===== src/tops_pkg.sv =====
/*
 package for the capture/compare timer: register offsets, field positions,
 reset values and the operating mode enumeration.
 assumes an APB master with 32-bit data and word-aligned addresses.
*/
package tops_pkg;
    localparam int CNT_W = 16;
    // register byte offsets
    localparam logic [7:0] OFS_MODE = 8'h00;
    localparam logic [7:0] OFS_OUTC = 8'h04;
    localparam logic [7:0] OFS_CAPC = 8'h08;
    localparam logic [7:0] OFS_PRSC = 8'h0C;
    localparam logic [7:0] OFS_CNT = 8'h10;
    localparam logic [7:0] OFS_CCA = 8'h14;
    localparam logic [7:0] OFS_CCB = 8'h18;
    localparam logic [7:0] OFS_STAT = 8'h1C;
    // mode control fields
    localparam int MODE_OVF_BIT = 0;
    localparam int MODE_INV_CAP_BIT = 1;
    localparam int MODE_LO_BIT = 2;
    localparam int MODE_HI_BIT = 3;
    // output control fields
    localparam int OUTC_OE_BIT = 0;
    localparam int OUTC_INV_A_BIT = 1;
    localparam int OUTC_INV_B_BIT = 4;
    localparam int OUTC_OSE_BIT = 5;
    localparam int OUTC_OST_BIT = 6;
    // capture control fields
    localparam int CAPC_A_IS_CAP_BIT = 0;
    localparam int CAPC_A_SRC_BIT = 1;
    localparam int CAPC_B_IS_CAP_BIT = 2;
    // trigger edge select and divider fields in prescaler register
    localparam int PRSC_EDGE_A_LSB = 4;
    localparam int PRSC_EDGE_B_LSB = 6;
    localparam int PRSC_DIV_LSB = 0;
    localparam int PRSC_DIV_W = 2;
    // edge select codes
    localparam logic [1:0] EDGE_FALL = 2'h0;
    localparam logic [1:0] EDGE_RISE = 2'h1;
    localparam logic [1:0] EDGE_BOTH = 2'h3;
    localparam logic [31:0] RD_ZERO = 32'h0000_0000;
    localparam logic [CNT_W-1:0] CNT_ZERO = 16'h0000;
    localparam logic [CNT_W-1:0] CNT_ONE = 16'h0001;
    localparam logic [CNT_W-1:0] CNT_MAX = 16'hFFFF;
    typedef enum logic [1:0] {
        TOPS_STOP,
        TOPS_FREE,
        TOPS_EDGE_CLR,
        TOPS_MATCH_CLR
    } tops_mode_t;
endpackage


===== src/tops_prescaler.sv =====
/*
 prescaler: one-cycle count enable pulse every 2**div pclk cycles
 (div code 0..3 selects a pulse every 1, 2, 4 or 8 cycles).
 assumes a single pclk domain and asynchronous active-low reset.
*/
module tops_prescaler #(
    parameter int DIV_W = 2
) (
    // clock and reset
    input wire logic pclk,
    input wire logic presetn,
    // control
    input wire logic run,
    input wire logic [DIV_W-1:0] div_sel,
    // enable out
    output logic tick
);
    typedef struct packed {
        logic [7:0] cnt;
    } tops_psc_st_t;
    tops_psc_st_t st;
    tops_psc_st_t next_st;
    logic [7:0] limit;

    always_comb
    begin
        next_st = st;
        limit = 8'((8'h01 << div_sel) - 8'h01);
        tick = 1'b0;
        if (!run)
        begin
            next_st.cnt = 8'h00;
        end
        else if (st.cnt >= limit)
        begin
            next_st.cnt = 8'h00;
            tick = 1'b1;
        end
        else
        begin
            next_st.cnt = 8'(st.cnt + 8'h01);
        end
    end

    always_ff @(posedge pclk or negedge presetn)
    begin
        if (!presetn)
            st <= '0;
        else
            st <= next_st;
    end
endmodule


===== src/tops_timer.sv =====
/*
 16-bit up-counter with two capture/compare registers: free-running,
 pin-edge clear-and-start, match-clear (pulse generator) and one-shot pulse.
 assumes an APB master; trigger pins already synchronous to pclk.
*/
// Local design decisions: the register offsets and the APB slave port.
// Behaviour
// - pulse mode: match on register a raises irq a and clears counter.
// - pulse mode: match on register b raises irq b, counter unchanged.
// - period is a plus one clocks; high time is b plus one; here from reset the low time is b plus one, the high time a minus b.
// - one-shot works in modes 01 or 10 with enable bit 5 set.
// - soft trigger bit 6 or pin a edge restarts counter, one pulse.
// - one-shot: each compare match raises its irq and flips output.
// - pulse starts a plus one clocks after trigger, lasts b minus a.
// - overflow flag in mode bit 0; software checks and clears it.
// - free mode: pin a edge captures into b, pin b into a.
// - single-input: opposite edge captures into a, valid edge into b.
// - mode 10: pin a valid edge captures into b and zeroes counter.
// - free mode counts up, sets overflow after all ones, wraps.
module tops_timer (
    // apb
    input wire logic pclk,
    input wire logic presetn,
    input wire logic psel,
    input wire logic penable,
    input wire logic pwrite,
    input wire logic [7:0] paddr,
    input wire logic [31:0] pwdata,
    output logic [31:0] prdata,
    output logic pready,
    output logic pslverr,
    // trigger pins
    input wire logic trigger_pin_a,
    input wire logic trigger_pin_b,
    // timer output and events
    output logic timer_out_pin,
    output logic timer_out_oe,
    output logic match_irq_a,
    output logic match_irq_b
);
    localparam int W = tops_pkg::CNT_W;
    typedef struct packed {
        logic [3:0] mode_control_reg;
        logic [6:0] output_control_reg;
        logic [2:0] capture_control_reg;
        logic [7:0] prescaler_reg;
        logic [W-1:0] up_counter;
        logic [W-1:0] cmp_cap_reg_a;
        logic [W-1:0] cmp_cap_reg_b;
        logic tout;
        logic irq_a;
        logic irq_b;
        logic pin_a_q;
        logic pin_b_q;
        logic [31:0] rdata;
    } tops_st_t;
    tops_st_t st;
    tops_st_t next_st;
    logic tick;
    logic wr;
    logic rd;
    logic [1:0] mode;
    logic rise_a;
    logic fall_a;
    logic rise_b;
    logic fall_b;
    logic valid_a;
    logic opp_a;
    logic valid_b;
    logic oneshot;
    logic soft_trig;
    logic trig;
    logic match_a;
    logic match_b;
    logic [1:0] esel_a;
    logic [1:0] esel_b;

    tops_prescaler #(
        .DIV_W(tops_pkg::PRSC_DIV_W)
    ) u_psc (
        .pclk(pclk),
        .presetn(presetn),
        .run(mode != 2'(tops_pkg::TOPS_STOP)),
        .div_sel(st.prescaler_reg[tops_pkg::PRSC_DIV_LSB +:
            tops_pkg::PRSC_DIV_W]),
        .tick(tick)
    );

    assign wr = psel && penable && pwrite;
    assign rd = psel && !penable && !pwrite;
    assign mode = st.mode_control_reg[tops_pkg::MODE_HI_BIT:
        tops_pkg::MODE_LO_BIT];
    assign esel_a = st.prescaler_reg[tops_pkg::PRSC_EDGE_A_LSB +: 2];
    assign esel_b = st.prescaler_reg[tops_pkg::PRSC_EDGE_B_LSB +: 2];
    assign rise_a = trigger_pin_a && !st.pin_a_q;
    assign fall_a = !trigger_pin_a && st.pin_a_q;
    assign rise_b = trigger_pin_b && !st.pin_b_q;
    assign fall_b = !trigger_pin_b && st.pin_b_q;
    assign valid_a = (esel_a == tops_pkg::EDGE_BOTH) ? (rise_a || fall_a) :
        (esel_a == tops_pkg::EDGE_RISE) ? rise_a : fall_a;
    assign opp_a = (esel_a == tops_pkg::EDGE_RISE) ? fall_a :
        (esel_a == tops_pkg::EDGE_FALL) ? rise_a : 1'b0;
    assign valid_b = (esel_b == tops_pkg::EDGE_BOTH) ? (rise_b || fall_b) :
        (esel_b == tops_pkg::EDGE_RISE) ? rise_b : fall_b;
    assign oneshot = st.output_control_reg[tops_pkg::OUTC_OSE_BIT] &&
        (mode == 2'(tops_pkg::TOPS_FREE) ||
        mode == 2'(tops_pkg::TOPS_EDGE_CLR));
    assign soft_trig = wr && paddr == tops_pkg::OFS_OUTC &&
        pwdata[tops_pkg::OUTC_OST_BIT];
    assign trig = oneshot && (soft_trig || valid_a);
    assign match_a = tick && mode != 2'(tops_pkg::TOPS_STOP) &&
        !st.capture_control_reg[tops_pkg::CAPC_A_IS_CAP_BIT] &&
        st.up_counter == st.cmp_cap_reg_a;
    assign match_b = tick && mode != 2'(tops_pkg::TOPS_STOP) &&
        !st.capture_control_reg[tops_pkg::CAPC_B_IS_CAP_BIT] &&
        st.up_counter == st.cmp_cap_reg_b;

    always_comb
    begin
        next_st = st;
        next_st.pin_a_q = trigger_pin_a;
        next_st.pin_b_q = trigger_pin_b;
        next_st.irq_a = 1'b0;
        next_st.irq_b = 1'b0;
        // counter: cleared to zero in mode 00 and on match a in mode 11, one step per tick otherwise
        if (mode == 2'(tops_pkg::TOPS_STOP))
        begin
            next_st.up_counter = tops_pkg::CNT_ZERO;
        end
        else if (tick)
        begin
            if (mode == 2'(tops_pkg::TOPS_MATCH_CLR) && match_a)
                next_st.up_counter = tops_pkg::CNT_ZERO;
            else
                next_st.up_counter = W'(st.up_counter +
                    tops_pkg::CNT_ONE);
            if (st.up_counter == tops_pkg::CNT_MAX &&
                !(mode == 2'(tops_pkg::TOPS_MATCH_CLR) && match_a))
                next_st.mode_control_reg[tops_pkg::MODE_OVF_BIT] =
                    1'b1;
        end
        // compare matches
        if (match_a)
        begin
            next_st.irq_a = 1'b1;
            if (st.output_control_reg[tops_pkg::OUTC_INV_A_BIT] || oneshot)
                next_st.tout = !st.tout;
        end
        if (match_b)
        begin
            next_st.irq_b = 1'b1;
            if (st.output_control_reg[tops_pkg::OUTC_INV_B_BIT] || oneshot)
                next_st.tout = !next_st.tout;
        end
        // captures
        if (mode != 2'(tops_pkg::TOPS_STOP))
        begin
            if (st.capture_control_reg[tops_pkg::CAPC_B_IS_CAP_BIT] &&
                valid_a)
            begin
                next_st.cmp_cap_reg_b = st.up_counter;
                next_st.irq_b = 1'b1;
            end
            if (st.capture_control_reg[tops_pkg::CAPC_A_IS_CAP_BIT])
            begin
                if (st.capture_control_reg[tops_pkg::CAPC_A_SRC_BIT] &&
                    opp_a)
                    next_st.cmp_cap_reg_a = st.up_counter;
                else if (!st.capture_control_reg[tops_pkg::CAPC_A_SRC_BIT]
                    && valid_b)
                begin
                    next_st.cmp_cap_reg_a = st.up_counter;
                    next_st.irq_a = 1'b1;
                end
            end
            if (mode == 2'(tops_pkg::TOPS_EDGE_CLR) && valid_a)
                next_st.up_counter = tops_pkg::CNT_ZERO;
        end
        if (trig)
        begin
            next_st.up_counter = tops_pkg::CNT_ZERO;
        end
        // register writes; hardware overflow set wins over clear
        if (wr)
        begin
            case (paddr)
                tops_pkg::OFS_MODE:
                begin
                    next_st.mode_control_reg = pwdata[3:0];
                    if (next_st.mode_control_reg[tops_pkg::MODE_OVF_BIT] ==
                        1'b0 && tick && st.up_counter == tops_pkg::CNT_MAX &&
                        mode != 2'(tops_pkg::TOPS_STOP) &&
                        !(mode == 2'(tops_pkg::TOPS_MATCH_CLR) && match_a))
                        next_st.mode_control_reg[tops_pkg::MODE_OVF_BIT] =
                            1'b1;
                end
                tops_pkg::OFS_OUTC:
                begin
                    next_st.output_control_reg = pwdata[6:0];
                    next_st.output_control_reg[tops_pkg::OUTC_OST_BIT] = 1'b0;
                end
                tops_pkg::OFS_CAPC: next_st.capture_control_reg = pwdata[2:0];
                tops_pkg::OFS_PRSC: next_st.prescaler_reg = pwdata[7:0];
                tops_pkg::OFS_CCA: next_st.cmp_cap_reg_a = pwdata[W-1:0];
                tops_pkg::OFS_CCB: next_st.cmp_cap_reg_b = pwdata[W-1:0];
                default: next_st.rdata = st.rdata;
            endcase
        end
        if (rd)
        begin
            case (paddr)
                tops_pkg::OFS_MODE: next_st.rdata =
                    {28'h0, st.mode_control_reg};
                tops_pkg::OFS_OUTC: next_st.rdata =
                    {25'h0, st.output_control_reg};
                tops_pkg::OFS_CAPC: next_st.rdata =
                    {29'h0, st.capture_control_reg};
                tops_pkg::OFS_PRSC: next_st.rdata = {24'h0, st.prescaler_reg};
                tops_pkg::OFS_CNT: next_st.rdata = {16'h0, st.up_counter};
                tops_pkg::OFS_CCA: next_st.rdata = {16'h0, st.cmp_cap_reg_a};
                tops_pkg::OFS_CCB: next_st.rdata = {16'h0, st.cmp_cap_reg_b};
                tops_pkg::OFS_STAT: next_st.rdata = {31'h0, st.tout};
                default: next_st.rdata = tops_pkg::RD_ZERO;
            endcase
        end
    end

    always_ff @(posedge pclk or negedge presetn)
    begin
        if (!presetn)
            st <= '0;
        else
            st <= next_st;
    end

    assign prdata = st.rdata;
    assign pready = 1'b1;
    assign pslverr = 1'b0;
    assign timer_out_pin = st.tout;
    assign timer_out_oe = st.output_control_reg[tops_pkg::OUTC_OE_BIT];
    assign match_irq_a = st.irq_a;
    assign match_irq_b = st.irq_b;

    // checks
    property p_clr_a;
        @(posedge pclk) disable iff (!presetn)
        (mode == 2'(tops_pkg::TOPS_MATCH_CLR) && match_a && !wr)
            |=> st.up_counter == tops_pkg::CNT_ZERO && match_irq_a;
    endproperty
    a_clr_a: assert property (p_clr_a)
        else $error("no clear on match a");
    property p_keep_b;
        @(posedge pclk) disable iff (!presetn)
        (mode == 2'(tops_pkg::TOPS_MATCH_CLR) && match_b && !match_a && !wr)
            |=> st.up_counter == W'($past(st.up_counter) + 1) && match_irq_b;
    endproperty
    a_keep_b: assert property (p_keep_b)
        else $error("match b disturbed");
    property p_stop;
        @(posedge pclk) disable iff (!presetn)
        mode == 2'(tops_pkg::TOPS_STOP)
            |=> st.up_counter == tops_pkg::CNT_ZERO;
    endproperty
    a_stop: assert property (p_stop)
        else $error("counter ran stopped");
    property p_ovf;
        @(posedge pclk) disable iff (!presetn)
        (mode == 2'(tops_pkg::TOPS_FREE) && tick &&
            st.up_counter == tops_pkg::CNT_MAX && !trig && !valid_a)
            |=> st.mode_control_reg[tops_pkg::MODE_OVF_BIT] &&
            st.up_counter == tops_pkg::CNT_ZERO;
    endproperty
    a_ovf: assert property (p_ovf)
        else $error("overflow missed");
    property p_trig;
        @(posedge pclk) disable iff (!presetn)
        trig |=> st.up_counter == tops_pkg::CNT_ZERO;
    endproperty
    a_trig: assert property (p_trig)
        else $error("trigger no restart");
    property p_inv;
        @(posedge pclk) disable iff (!presetn)
        (oneshot && match_a && !match_b) |=> timer_out_pin != $past(st.tout);
    endproperty
    a_inv: assert property (p_inv)
        else $error("no toggle");
    property p_cap_b;
        @(posedge pclk) disable iff (!presetn)
        (mode != 2'(tops_pkg::TOPS_STOP) && valid_a && !wr &&
            st.capture_control_reg[tops_pkg::CAPC_B_IS_CAP_BIT])
            |=> st.cmp_cap_reg_b == $past(st.up_counter);
    endproperty
    a_cap_b: assert property (p_cap_b)
        else $error("capture b lost");
    property p_edge_clr;
        @(posedge pclk) disable iff (!presetn)
        (mode == 2'(tops_pkg::TOPS_EDGE_CLR) && valid_a && !wr)
            |=> st.up_counter == tops_pkg::CNT_ZERO;
    endproperty
    a_edge_clr: assert property (p_edge_clr)
        else $error("no edge clear");
    c_ppg: cover property (@(posedge pclk) disable iff (!presetn)
        mode == 2'(tops_pkg::TOPS_MATCH_CLR) && match_a);
    c_os: cover property (@(posedge pclk) disable iff (!presetn) trig);
    c_cap: cover property (@(posedge pclk) disable iff (!presetn)
        valid_b && st.capture_control_reg[tops_pkg::CAPC_A_IS_CAP_BIT]);
endmodule


===== config.mk =====
export PLATFORM = sky130hd
export DESIGN_NAME = tops_timer
export DESIGN_NICKNAME = d
export VERILOG_FILES = /design/src/tops_pkg.sv /design/src/tops_prescaler.sv /design/src/tops_timer.sv
export SDC_FILE = /design/constraint.sdc
export NUM_CORES = 1
export LEC_CHECK = 0
export ABC_AREA = 1
export BUFFER_PORTS_ARGS = -buffer_cell sky130_fd_sc_hd__buf_4
export CAP_MARGIN = 20
export CORE_ASPECT_RATIO = 1.75
export CORE_UTILIZATION = 48
export DETAILED_ROUTE_END_ITERATION = 10
export GPL_TIMING_DRIVEN = 0
export PLACE_DENSITY = 0.65
export SYNTH_ARGS = -nofsm -noshare
export SYNTH_HDL_FRONTEND = slang
export SYNTH_HIERARCHICAL = 1
export SYNTH_SLANG_ARGS = --single-unit

===== constraint.sdc =====
create_clock -name pclk -period 3.15 [get_ports pclk]
set_input_delay 0.315 -clock pclk [delete_from_list [all_inputs] [get_ports pclk]]
set_output_delay 0.315 -clock pclk [all_outputs]
set_load 0.02 [all_outputs]

==> impl_summary.txt, run 1 <==
----------------------------------------------------
[Placement]
  Placed standard-cell area ... 6720 sq um
  Placer congestion estimate ... 0.981
  Final HPWL from detailed placement ... 14800 microns
  Number of buffer cells added on primary ports ... 50

[Synthesis]
  Share of the synthesized area in the top cell type ... 40.6%
  Yosys warning total ... 6
  FFs w/ async S/R, synth ... 100%
  Arithmetic-cell share of the synthesized area counting full adders, half adders and majority gates ... 2.69%
  Compound-Gate Fraction of Synth Area ... 11.3%
  Average cell area after synthesis ... 7.25 sq um
  Gate count after technology mapping ... 833
  Dominant register cell in the synthesized netlist ... sky130_fd_sc_hd__dfrtp_1
  Combinational family with the most area after synthesis ... simple AND/OR/NAND/NOR gates
  Simple logic cell fraction of the synthesized area ... 27.8%
  Xor and xnor fraction of the mapped netlist area ... 2.90%
  Sequential cell area fraction in the yosys report ... 40.6%
  Mapped Area ... 6040 sq um
  Yosys reg bits ... 98
  Count of distinct cell types in the synthesized netlist ... 34
  Number of synthesized flops with an enable pin ... 0
  Top cell type by total area after synthesis ... sky130_fd_sc_hd__dfrtp_1
  Mux share of post-synthesis cell area ... 0%
  Cell with the most instances after synthesis ... sky130_fd_sc_hd__nand2_1
  Synth top cells by count ... 222 x sky130_fd_sc_hd__nand2_1, 119 x sky130_fd_sc_hd__inv_1, 98 x sky130_fd_sc_hd__dfrtp_1
  Top cells by area in the synthesized netlist ... sky130_fd_sc_hd__dfrtp_1 41%, sky130_fd_sc_hd__nand2_1 14%, sky130_fd_sc_hd__inv_1 7.4%

[Cells and area]
  Utilization after layout ... 58.3%
  Fraction of layout cells with a size suffix above 1 ... 15.6%
  Final standard cell area without fillers ... 7070 sq um
  # diodes ... 0
  Final Net Count ... 974
  Synth-to-Final Area Change ... 17.1%

[CTS]
  Clk pin slew, worst setup/hold paths ... 70 ps
  Clock latency reported for the late side of the worst-skew pair ... 350 ps
  Clock root cell ... sky130_fd_sc_hd__clkbuf_16
  Number of sinks on the clock net ... 98
  TritonCTS clock tree ... done
  H-tree levels ... 3
  Clock Path Buffers ... 2
  Total CTS buffers ... 9
  Setup bufs post-CTS ... 0

[Worst setup path]
  Series of cell instances along the critical path ... or2_2, ha_1, nand2_1, inv_1, nand2_1, nand4_2, nand2_1, inv_1, buf_2, nand2_1, nor2_2, nand4_1, nor2_1, nand4_2, nand3_4, buf_6, nor2_1
  Logic depth of the worst setup path including buffers ... 17
  Required @ worst endpoint ... 3390 ps
  Buffers plus inverters on the worst setup path ... 4
  Type of the setup path with the least slack ... reg2reg
  Delay-heaviest family, CP ... simple AND/OR/NAND/NOR gates
  Maximum net fanout on the critical path ... 10
  Kind of start point of the critical path ... flip-flop
  Data arrival time of the critical path ... 3150 ps
  Crit-path max cell delay ... 440 ps
  Worst Reg2Reg Path Length in Cells ... 17
  Cell type with the highest occurrence count on the critical path ... sky130_fd_sc_hd__nand2_1
  Cell at the slowest stage of the critical path ... sky130_fd_sc_hd__dfrtp_1
  Setup crit end kind ... flip-flop

[Detailed routing]
  Detailed-routing iteration count for the pre-antenna-repair pass ... 8
  Vias post-DR ... 5630
  Post-DRT Antenna Nets ... 0
  Final wirelength ... 19300 microns
  Via-to-Cell Ratio ... 5.19
  Average wire per standard cell ... 17.8 microns
  Drt initial violations ... 344
  Number of DRC violations after detailed routing ... 0

[Pwr]
  Switching Fraction ... 24.6%
  Cell internal pwr ... 0.00209 W
  Total design power ... 0.00277 W
  Cell area power density ... 392 nW/um^2
  Sequential share of power ... 46.6%
  Maximum VDD drop ... 0.000240 V
  Proportion of power drawn by combinational gates ... 8.1%
  Share of total power in the clock network ... 45.3%
  Leakage power total ... 3.55 nW
  Power dissipated by switching net loads ... 0.000682 W

[Floorplanning]
  Die Span X ... 86.8 microns
  Die area ... 13000 sq um
  Die height ... 150 microns
  Row cnt ... 53
  Placeable core area ... 12100 sq um
  Initial standard-cell utilization of the core ... 49.8%
  Ports placed on the boundary ... 85

[STA]
  Final setup violation count ... 0
  Setup tns final ... 0 ps
  Measured slew at the worst slew-check pin ... 734 ps
  Part of the cycle the worst path needs ... 92.6%
  Time the final worst path needs with I/O delays and setup ... 2920 ps
  Clock skew after layout ... 10.7 ps
  RSZ-0062 raised after global routing ... false
  Slew Limit Headroom ... 50.9%
  Final slew viol count ... 0
  Max frequency ... 0.343 GHz
  Final hold vios ... 0

[GRT]
  Via count of the first global-routing pass ... 5558
  Initial antenna violation count ... 0
  Global-route usage over all layers ... 31.1%
  Total overflow reported by the global router ... 0
  Largest net degree at the start of global routing ... 64
  Global-route wire length before repair ... 29500 microns

[Worst hold path]
  Class of the most critical hold timing path ... in2reg
  Worst hold path depth ... 1

[Run]
  Max-Cap Viols ... 0

[Status]
  Outcome ... finished, final reports clean

----------------------------------------------------
==> kinds of logic after synthesis <==
group                      count (synthesis)
AOI/OAI and AO/OA                        125
xor gates and xnor gates                  20
adders and majority gates                 13
buffers and inverters                    185
DFF                                       98
other                                      4
and+or+nand+nor                          388
==> power groups by stage <==
stage,combinational (W),sequential [W],clock (W)
detailed placement,0.000222,0.00131,0
global route,0.000250,0.00129,0.00131
global placement,0.000213,0.00131,0
finish,0.000224,0.00129,0.00126
floorplan,0.000122,0.00131,0
CTS,0.000224,0.00129,0.00126
==> registers in the layout, summed over array words and instances (netlist names) <==
signal / cells
esel_a: 2
match_irq_b: 1
u_psc/st: 8
timer_out_oe: 1
st: 64
mode: 2
match_irq_a: 1
timer_out_pin: 1
esel_b: 2
prdata: 16
==> worst register-to-register path: cells and delay by family (launching register included) <==
family                     cells  cell delay [ps]
and+or+nand+nor               12             1640
buffers and inverters          4              450
DFF                            1              440
adders and majority gates      1              270
==> worst paths after layout <==
check / slack, ps / startpoint / end
max: 230 / st[86]$_DFFE_PN0P_ / st[72]$_DFF_PN0_
min: 90 / trigger_pin_a / st[33]$_DFF_PN0_
max reg2reg: 230 / st[86]$_DFFE_PN0P_ / st[72]$_DFF_PN0_
min reg2reg: 490 / prdata[0]$_DFFE_PN0P_ / prdata[0]$_DFFE_PN0P_
max in group asynchronous: 1980 / presetn / st[37]$_DFF_PN0_
min in group asynchronous: 490 / presetn / u_psc/st[7]$_DFF_PN0_
==> final cells by class <==
| type | count | area [sq um] |
|---|---|---|
| Buffer | 62 | 408 |
| Clock buffer | 10 | 239 |
| Clock inverter | 6 | 95.1 |
| Fill cell | 1207 | 5070 |
| Inverter | 123 | 462 |
| Multi-Input combinational cell | 568 | 2790 |
| Sequential cell | 98 | 2450 |
| Tap cell | 165 | 206 |
| Timing Repair Buffer | 52 | 413 |
==> timing repair <==
item | in CTS | in global routing
setup endpoints to repair | 0 | 10
gates resized for setup | 0 | 2
hold endpoints to repair | 35 | 0
hold buffers | 1 | 0
==> per-stage QoR <==
stage	setup slack, ps	std cells	hold WS [ps]
4_1_cts	166	1084	82.7
2_1_floorplan	749	851	19.4
5_1_grt	18.8	1084	81.3
6_report	234	1084	87.6
3_5_place_dp	191	1067	318
3_3_place_gp	163	1066	444
==> placed cells by master (no fill, tap or decap), types with 3 or more instances in the layout <==
cell                        Yosys  layout
sky130_fd_sc_hd__nand2_1      222     222
sky130_fd_sc_hd__inv_1        119     119
sky130_fd_sc_hd__dfrtp_1       98      98
sky130_fd_sc_hd__buf_4         38      88
sky130_fd_sc_hd__o21ai_0       70      70
sky130_fd_sc_hd__nor2_1        63      62
sky130_fd_sc_hd__nand3_1       51      51
sky130_fd_sc_hd__o22ai_1       32      32
sky130_fd_sc_hd__nor3_1        26      26
sky130_fd_sc_hd__conb_1         4      22
sky130_fd_sc_hd__xor2_1        15      15
sky130_fd_sc_hd__a21oi_1       13      13
sky130_fd_sc_hd__ha_1          13      13
sky130_fd_sc_hd__buf_2         12      12
sky130_fd_sc_hd__clkbuf_16      0       9
sky130_fd_sc_hd__clkbuf_1       8       8
sky130_fd_sc_hd__nand4_1        7       7
sky130_fd_sc_hd__xnor2_1        5       5
sky130_fd_sc_hd__o211ai_1       4       4
sky130_fd_sc_hd__inv_2          4       4
sky130_fd_sc_hd__o21ai_1        4       4
sky130_fd_sc_hd__nor3_2         3       3
sky130_fd_sc_hd__or2_2          3       3
sky130_fd_sc_hd__inv_6          0       3
==> routing by layer <==
| metal | vias to the layer above | GRT usage (%) | wire [microns] |
|---|---|---|---|
| met1 | 2631 | 32.7 | 6930 |
| met3 | 49 | 3.13 | 770 |
| li1 | 2757 | - | - |
| met5 | - | 0 | 0 |
| met4 | 0 | 20.1 | 1140 |
| met2 | 193 | 57.5 | 10400 |
(Power assumes the default switching activity.)
==> run 2, diff against run 1 <==
--- a/config.mk
+++ b/config.mk
@@ -9,6 +9,7 @@
 export BUFFER_PORTS_ARGS = -buffer_cell sky130_fd_sc_hd__buf_4
 export CAP_MARGIN = 20
 export CORE_ASPECT_RATIO = 1.75
+export CORE_MARGIN = 4
 export CORE_UTILIZATION = 48
 export DETAILED_ROUTE_END_ITERATION = 10
 export GPL_TIMING_DRIVEN = 0
==> constraint.sdc (replaced) <==
create_clock -name pclk -period 2.7 [get_ports pclk]
set_input_delay 0.27 -clock pclk [delete_from_list [all_inputs] [get_ports pclk]]
set_output_delay 0.27 -clock pclk [all_outputs]
set_load 0.02 [all_outputs]
==> impl_summary.txt, run 2 (synthesis gave the netlist of run 1 again) <==
----------------------------------------------------
[Status]
  Outcome ... finished with violations
  Violations in the final reports ... negative hold slack

[Floorplanning]
  Row cnt ... 54
  Placeable core area ... 12400 sq um
  Ports placed on the boundary ... 85
  Die area ... 14500 sq um
  Initial standard-cell utilization of the core ... 48.6%
  Die height ... 156 microns
  Die Span X ... 92.8 microns

[Run]
  Max-Cap Viols ... 0

[STA]
  Final setup slack of the worst path ... 162 ps
  Time the final worst path needs with I/O delays and setup ... 2540 ps
  Max frequency ... 0.394 GHz
  Slew Limit Headroom ... 47.0%
  Part of the cycle the worst path needs ... 94.0%
  Final slew viol count ... 0
  Measured slew at the worst slew-check pin ... 795 ps
  Final setup violation count ... 0
  Final hold vios ... 1
  Hold slack ... -0.00161 ps
  Setup tns final ... 0 ps
  Clock skew after layout ... 6.11 ps

[Worst setup path]
  R2R Setup Slk ... 160 ps
  Maximum net fanout on the critical path ... 6
  Worst Reg2Reg Path Length in Cells ... 17
  Setup crit end kind ... flip-flop
  Worst r2r dst ... st[81]$_DFF_PN0_
  Type of the setup path with the least slack ... reg2reg
  Kind of start point of the critical path ... flip-flop
  Critical register-to-register path startpoint ... st[86]$_DFFE_PN0P_
  Data arrival time of the critical path ... 2780 ps
  Required @ worst endpoint ... 2940 ps
  Critical path startpoint ... st[86]$_DFFE_PN0P_

[Placement]
  Number of buffer cells added on primary ports ... 50
  Final HPWL from detailed placement ... 14800 microns
  Placed insts ... 1070
  Worst-case setup slack after placement ... -323 ps
  Placed standard-cell area ... 6710 sq um
  Placer congestion estimate ... 0.954

[Cells and area]
  Number of flip-flops in the largest register ... 64
  Synth-to-Final Area Change ... 18.6%
  Commonest cells after routing, fill and taps aside ... 220 x sky130_fd_sc_hd__nand2_1, 119 x sky130_fd_sc_hd__inv_1, 97 x sky130_fd_sc_hd__dfrtp_1
  Most frequent standard cell in the layout excluding fill and tap cells ... sky130_fd_sc_hd__nand2_1
  Fraction of layout cells with a size suffix above 1 ... 16.9%
  Final standard cell area without fillers ... 7160 sq um
  Fill count ... 1268
  Count of non-filler cells in the finished layout ... 1095
  Most flops, register ... st
  # diodes ... 0
  Final Net Count ... 983

[GRT]
  Initial antenna violation count ... 0
  Via count of the first global-routing pass ... 5711
  Total overflow reported by the global router ... 0
  Global-route usage over all layers ... 27.6%
  Global-route wire length before repair ... 30100 microns
  Largest net degree at the start of global routing ... 59

[Pwr]
  Leakage power total ... 3.57 nW
  Cell area power density ... 432 nW/um^2
  Maximum VDD drop ... 0.000284 V

[Detailed routing]
  Number of DRC violations after detailed routing ... 0
  Drt initial violations ... 407
  Via-to-Cell Ratio ... 5.36
  Detailed-routing iteration count for the pre-antenna-repair pass ... 6
  Post-DRT Antenna Nets ... 0
  Average wire per standard cell ... 18.0 microns
  Vias post-DR ... 5864
  Final wirelength ... 19700 microns

[CTS]
  Hold Buf Count CTS ... 0
  Clock Path Buffers ... 2
  Clock latency reported for the late side of the worst-skew pair ... 350 ps
  Total CTS buffers ... 9
  H-tree levels ... 3
  TritonCTS clock tree ... done
  Clock root cell ... sky130_fd_sc_hd__clkbuf_16
  Number of sinks on the clock net ... 98
  Clk pin slew, worst setup/hold paths ... 70 ps

[Worst hold path]
  Class of the most critical hold timing path ... in2async

----------------------------------------------------
-- run 2: changes by cell type in the layout (fill, tap and decap cells not counted), moves of 2 or more --
cell / before / now
sky130_fd_sc_hd__clkinvlp_4: 0 / 3
sky130_fd_sc_hd__nand2_1: 222 / 220
sky130_fd_sc_hd__inv_6: 3 / 0
sky130_fd_sc_hd__nor2_1: 62 / 60
sky130_fd_sc_hd__buf_4: 88 / 96
sky130_fd_sc_hd__buf_12: 0 / 2
sky130_fd_sc_hd__buf_6: 2 / 4
-- run 2: worst max-delay path by stage --
stage                                         end  slack, ps
after floorplan                  st[81]$_DFF_PN0_        300
after global placement           st[81]$_DFF_PN0_       -290
after detailed placement         st[81]$_DFF_PN0_       -320
after CTS                        st[81]$_DFF_PN0_         10
after global routing      timer_out_pin$_DFF_PN0_        -70
final                            st[81]$_DFF_PN0_        160
-- run 2: cell type report --
type                            instances  area [sq um]  share of cell area (%)
Multi-Input combinational cell        568          2840                    39.6
Sequential cell                        98          2450                    34.3
Timing Repair Buffer                   61           487                    6.80
Inverter                              123           462                    6.45
Buffer                                 62           414                    5.78
Clock buffer                           11           243                    3.39
Tap cell                              168           210                    2.94
Clock inverter                          4          52.6                   0.734
-- run 2: worst max-delay path, cell delays in order, from the launching register on --
cell	delay (ps)
sky130_fd_sc_hd__dfrtp_1	410
sky130_fd_sc_hd__or2_4	250
sky130_fd_sc_hd__ha_1	260
sky130_fd_sc_hd__nand2_1	40
sky130_fd_sc_hd__inv_1	50
sky130_fd_sc_hd__nand2_2	70
sky130_fd_sc_hd__nand4_4	100
sky130_fd_sc_hd__nand2_1	60
sky130_fd_sc_hd__inv_1	80
sky130_fd_sc_hd__buf_6	130
sky130_fd_sc_hd__nand2_8	70
sky130_fd_sc_hd__nor2_4	110
sky130_fd_sc_hd__nand4_1	80
sky130_fd_sc_hd__nor2_1	120
sky130_fd_sc_hd__nand4_2	200
sky130_fd_sc_hd__nand3_4	190
sky130_fd_sc_hd__buf_6	140
sky130_fd_sc_hd__nor2_1	40
-- run 2: power by group --
part	internal (W)	switching (W)	leakage, nW
registers	0.00149	0.0000154	1.24
clock network	0.000740	0.000578	0.134
logic	0.0000989	0.000170	2.20
-- run 2: through the flow --
step | util (%) | power (W)
5_1_grt | 57.6 | 0.00320
3_3_place_gp | 53.8 | 0.00178
6_report | 57.6 | 0.00309
2_1_floorplan | - | 0.00167
3_5_place_dp | 54.0 | 0.00179
4_1_cts | 57.3 | 0.00310
-- run 2: metal layers --
| layer | GRT usage (%) | part of all wire, % | vias up |
|---|---|---|---|
| met2 | 49.6 | 52 | 252 |
| met4 | 21.6 | 8.1 | 0 |
| met1 | 28.2 | 35 | 2764 |
| met3 | 4.14 | 5.3 | 80 |
| met5 | 0 | 0 | - |
| li1 | - | - | 2768 |
-- run 2: timing repair --
action,4_1_cts,5_1_grt
cloned,1,0
pin swaps,4,5
setup endpoints to repair,18,17
gates resized for setup,11,6
setup buffers,7,2
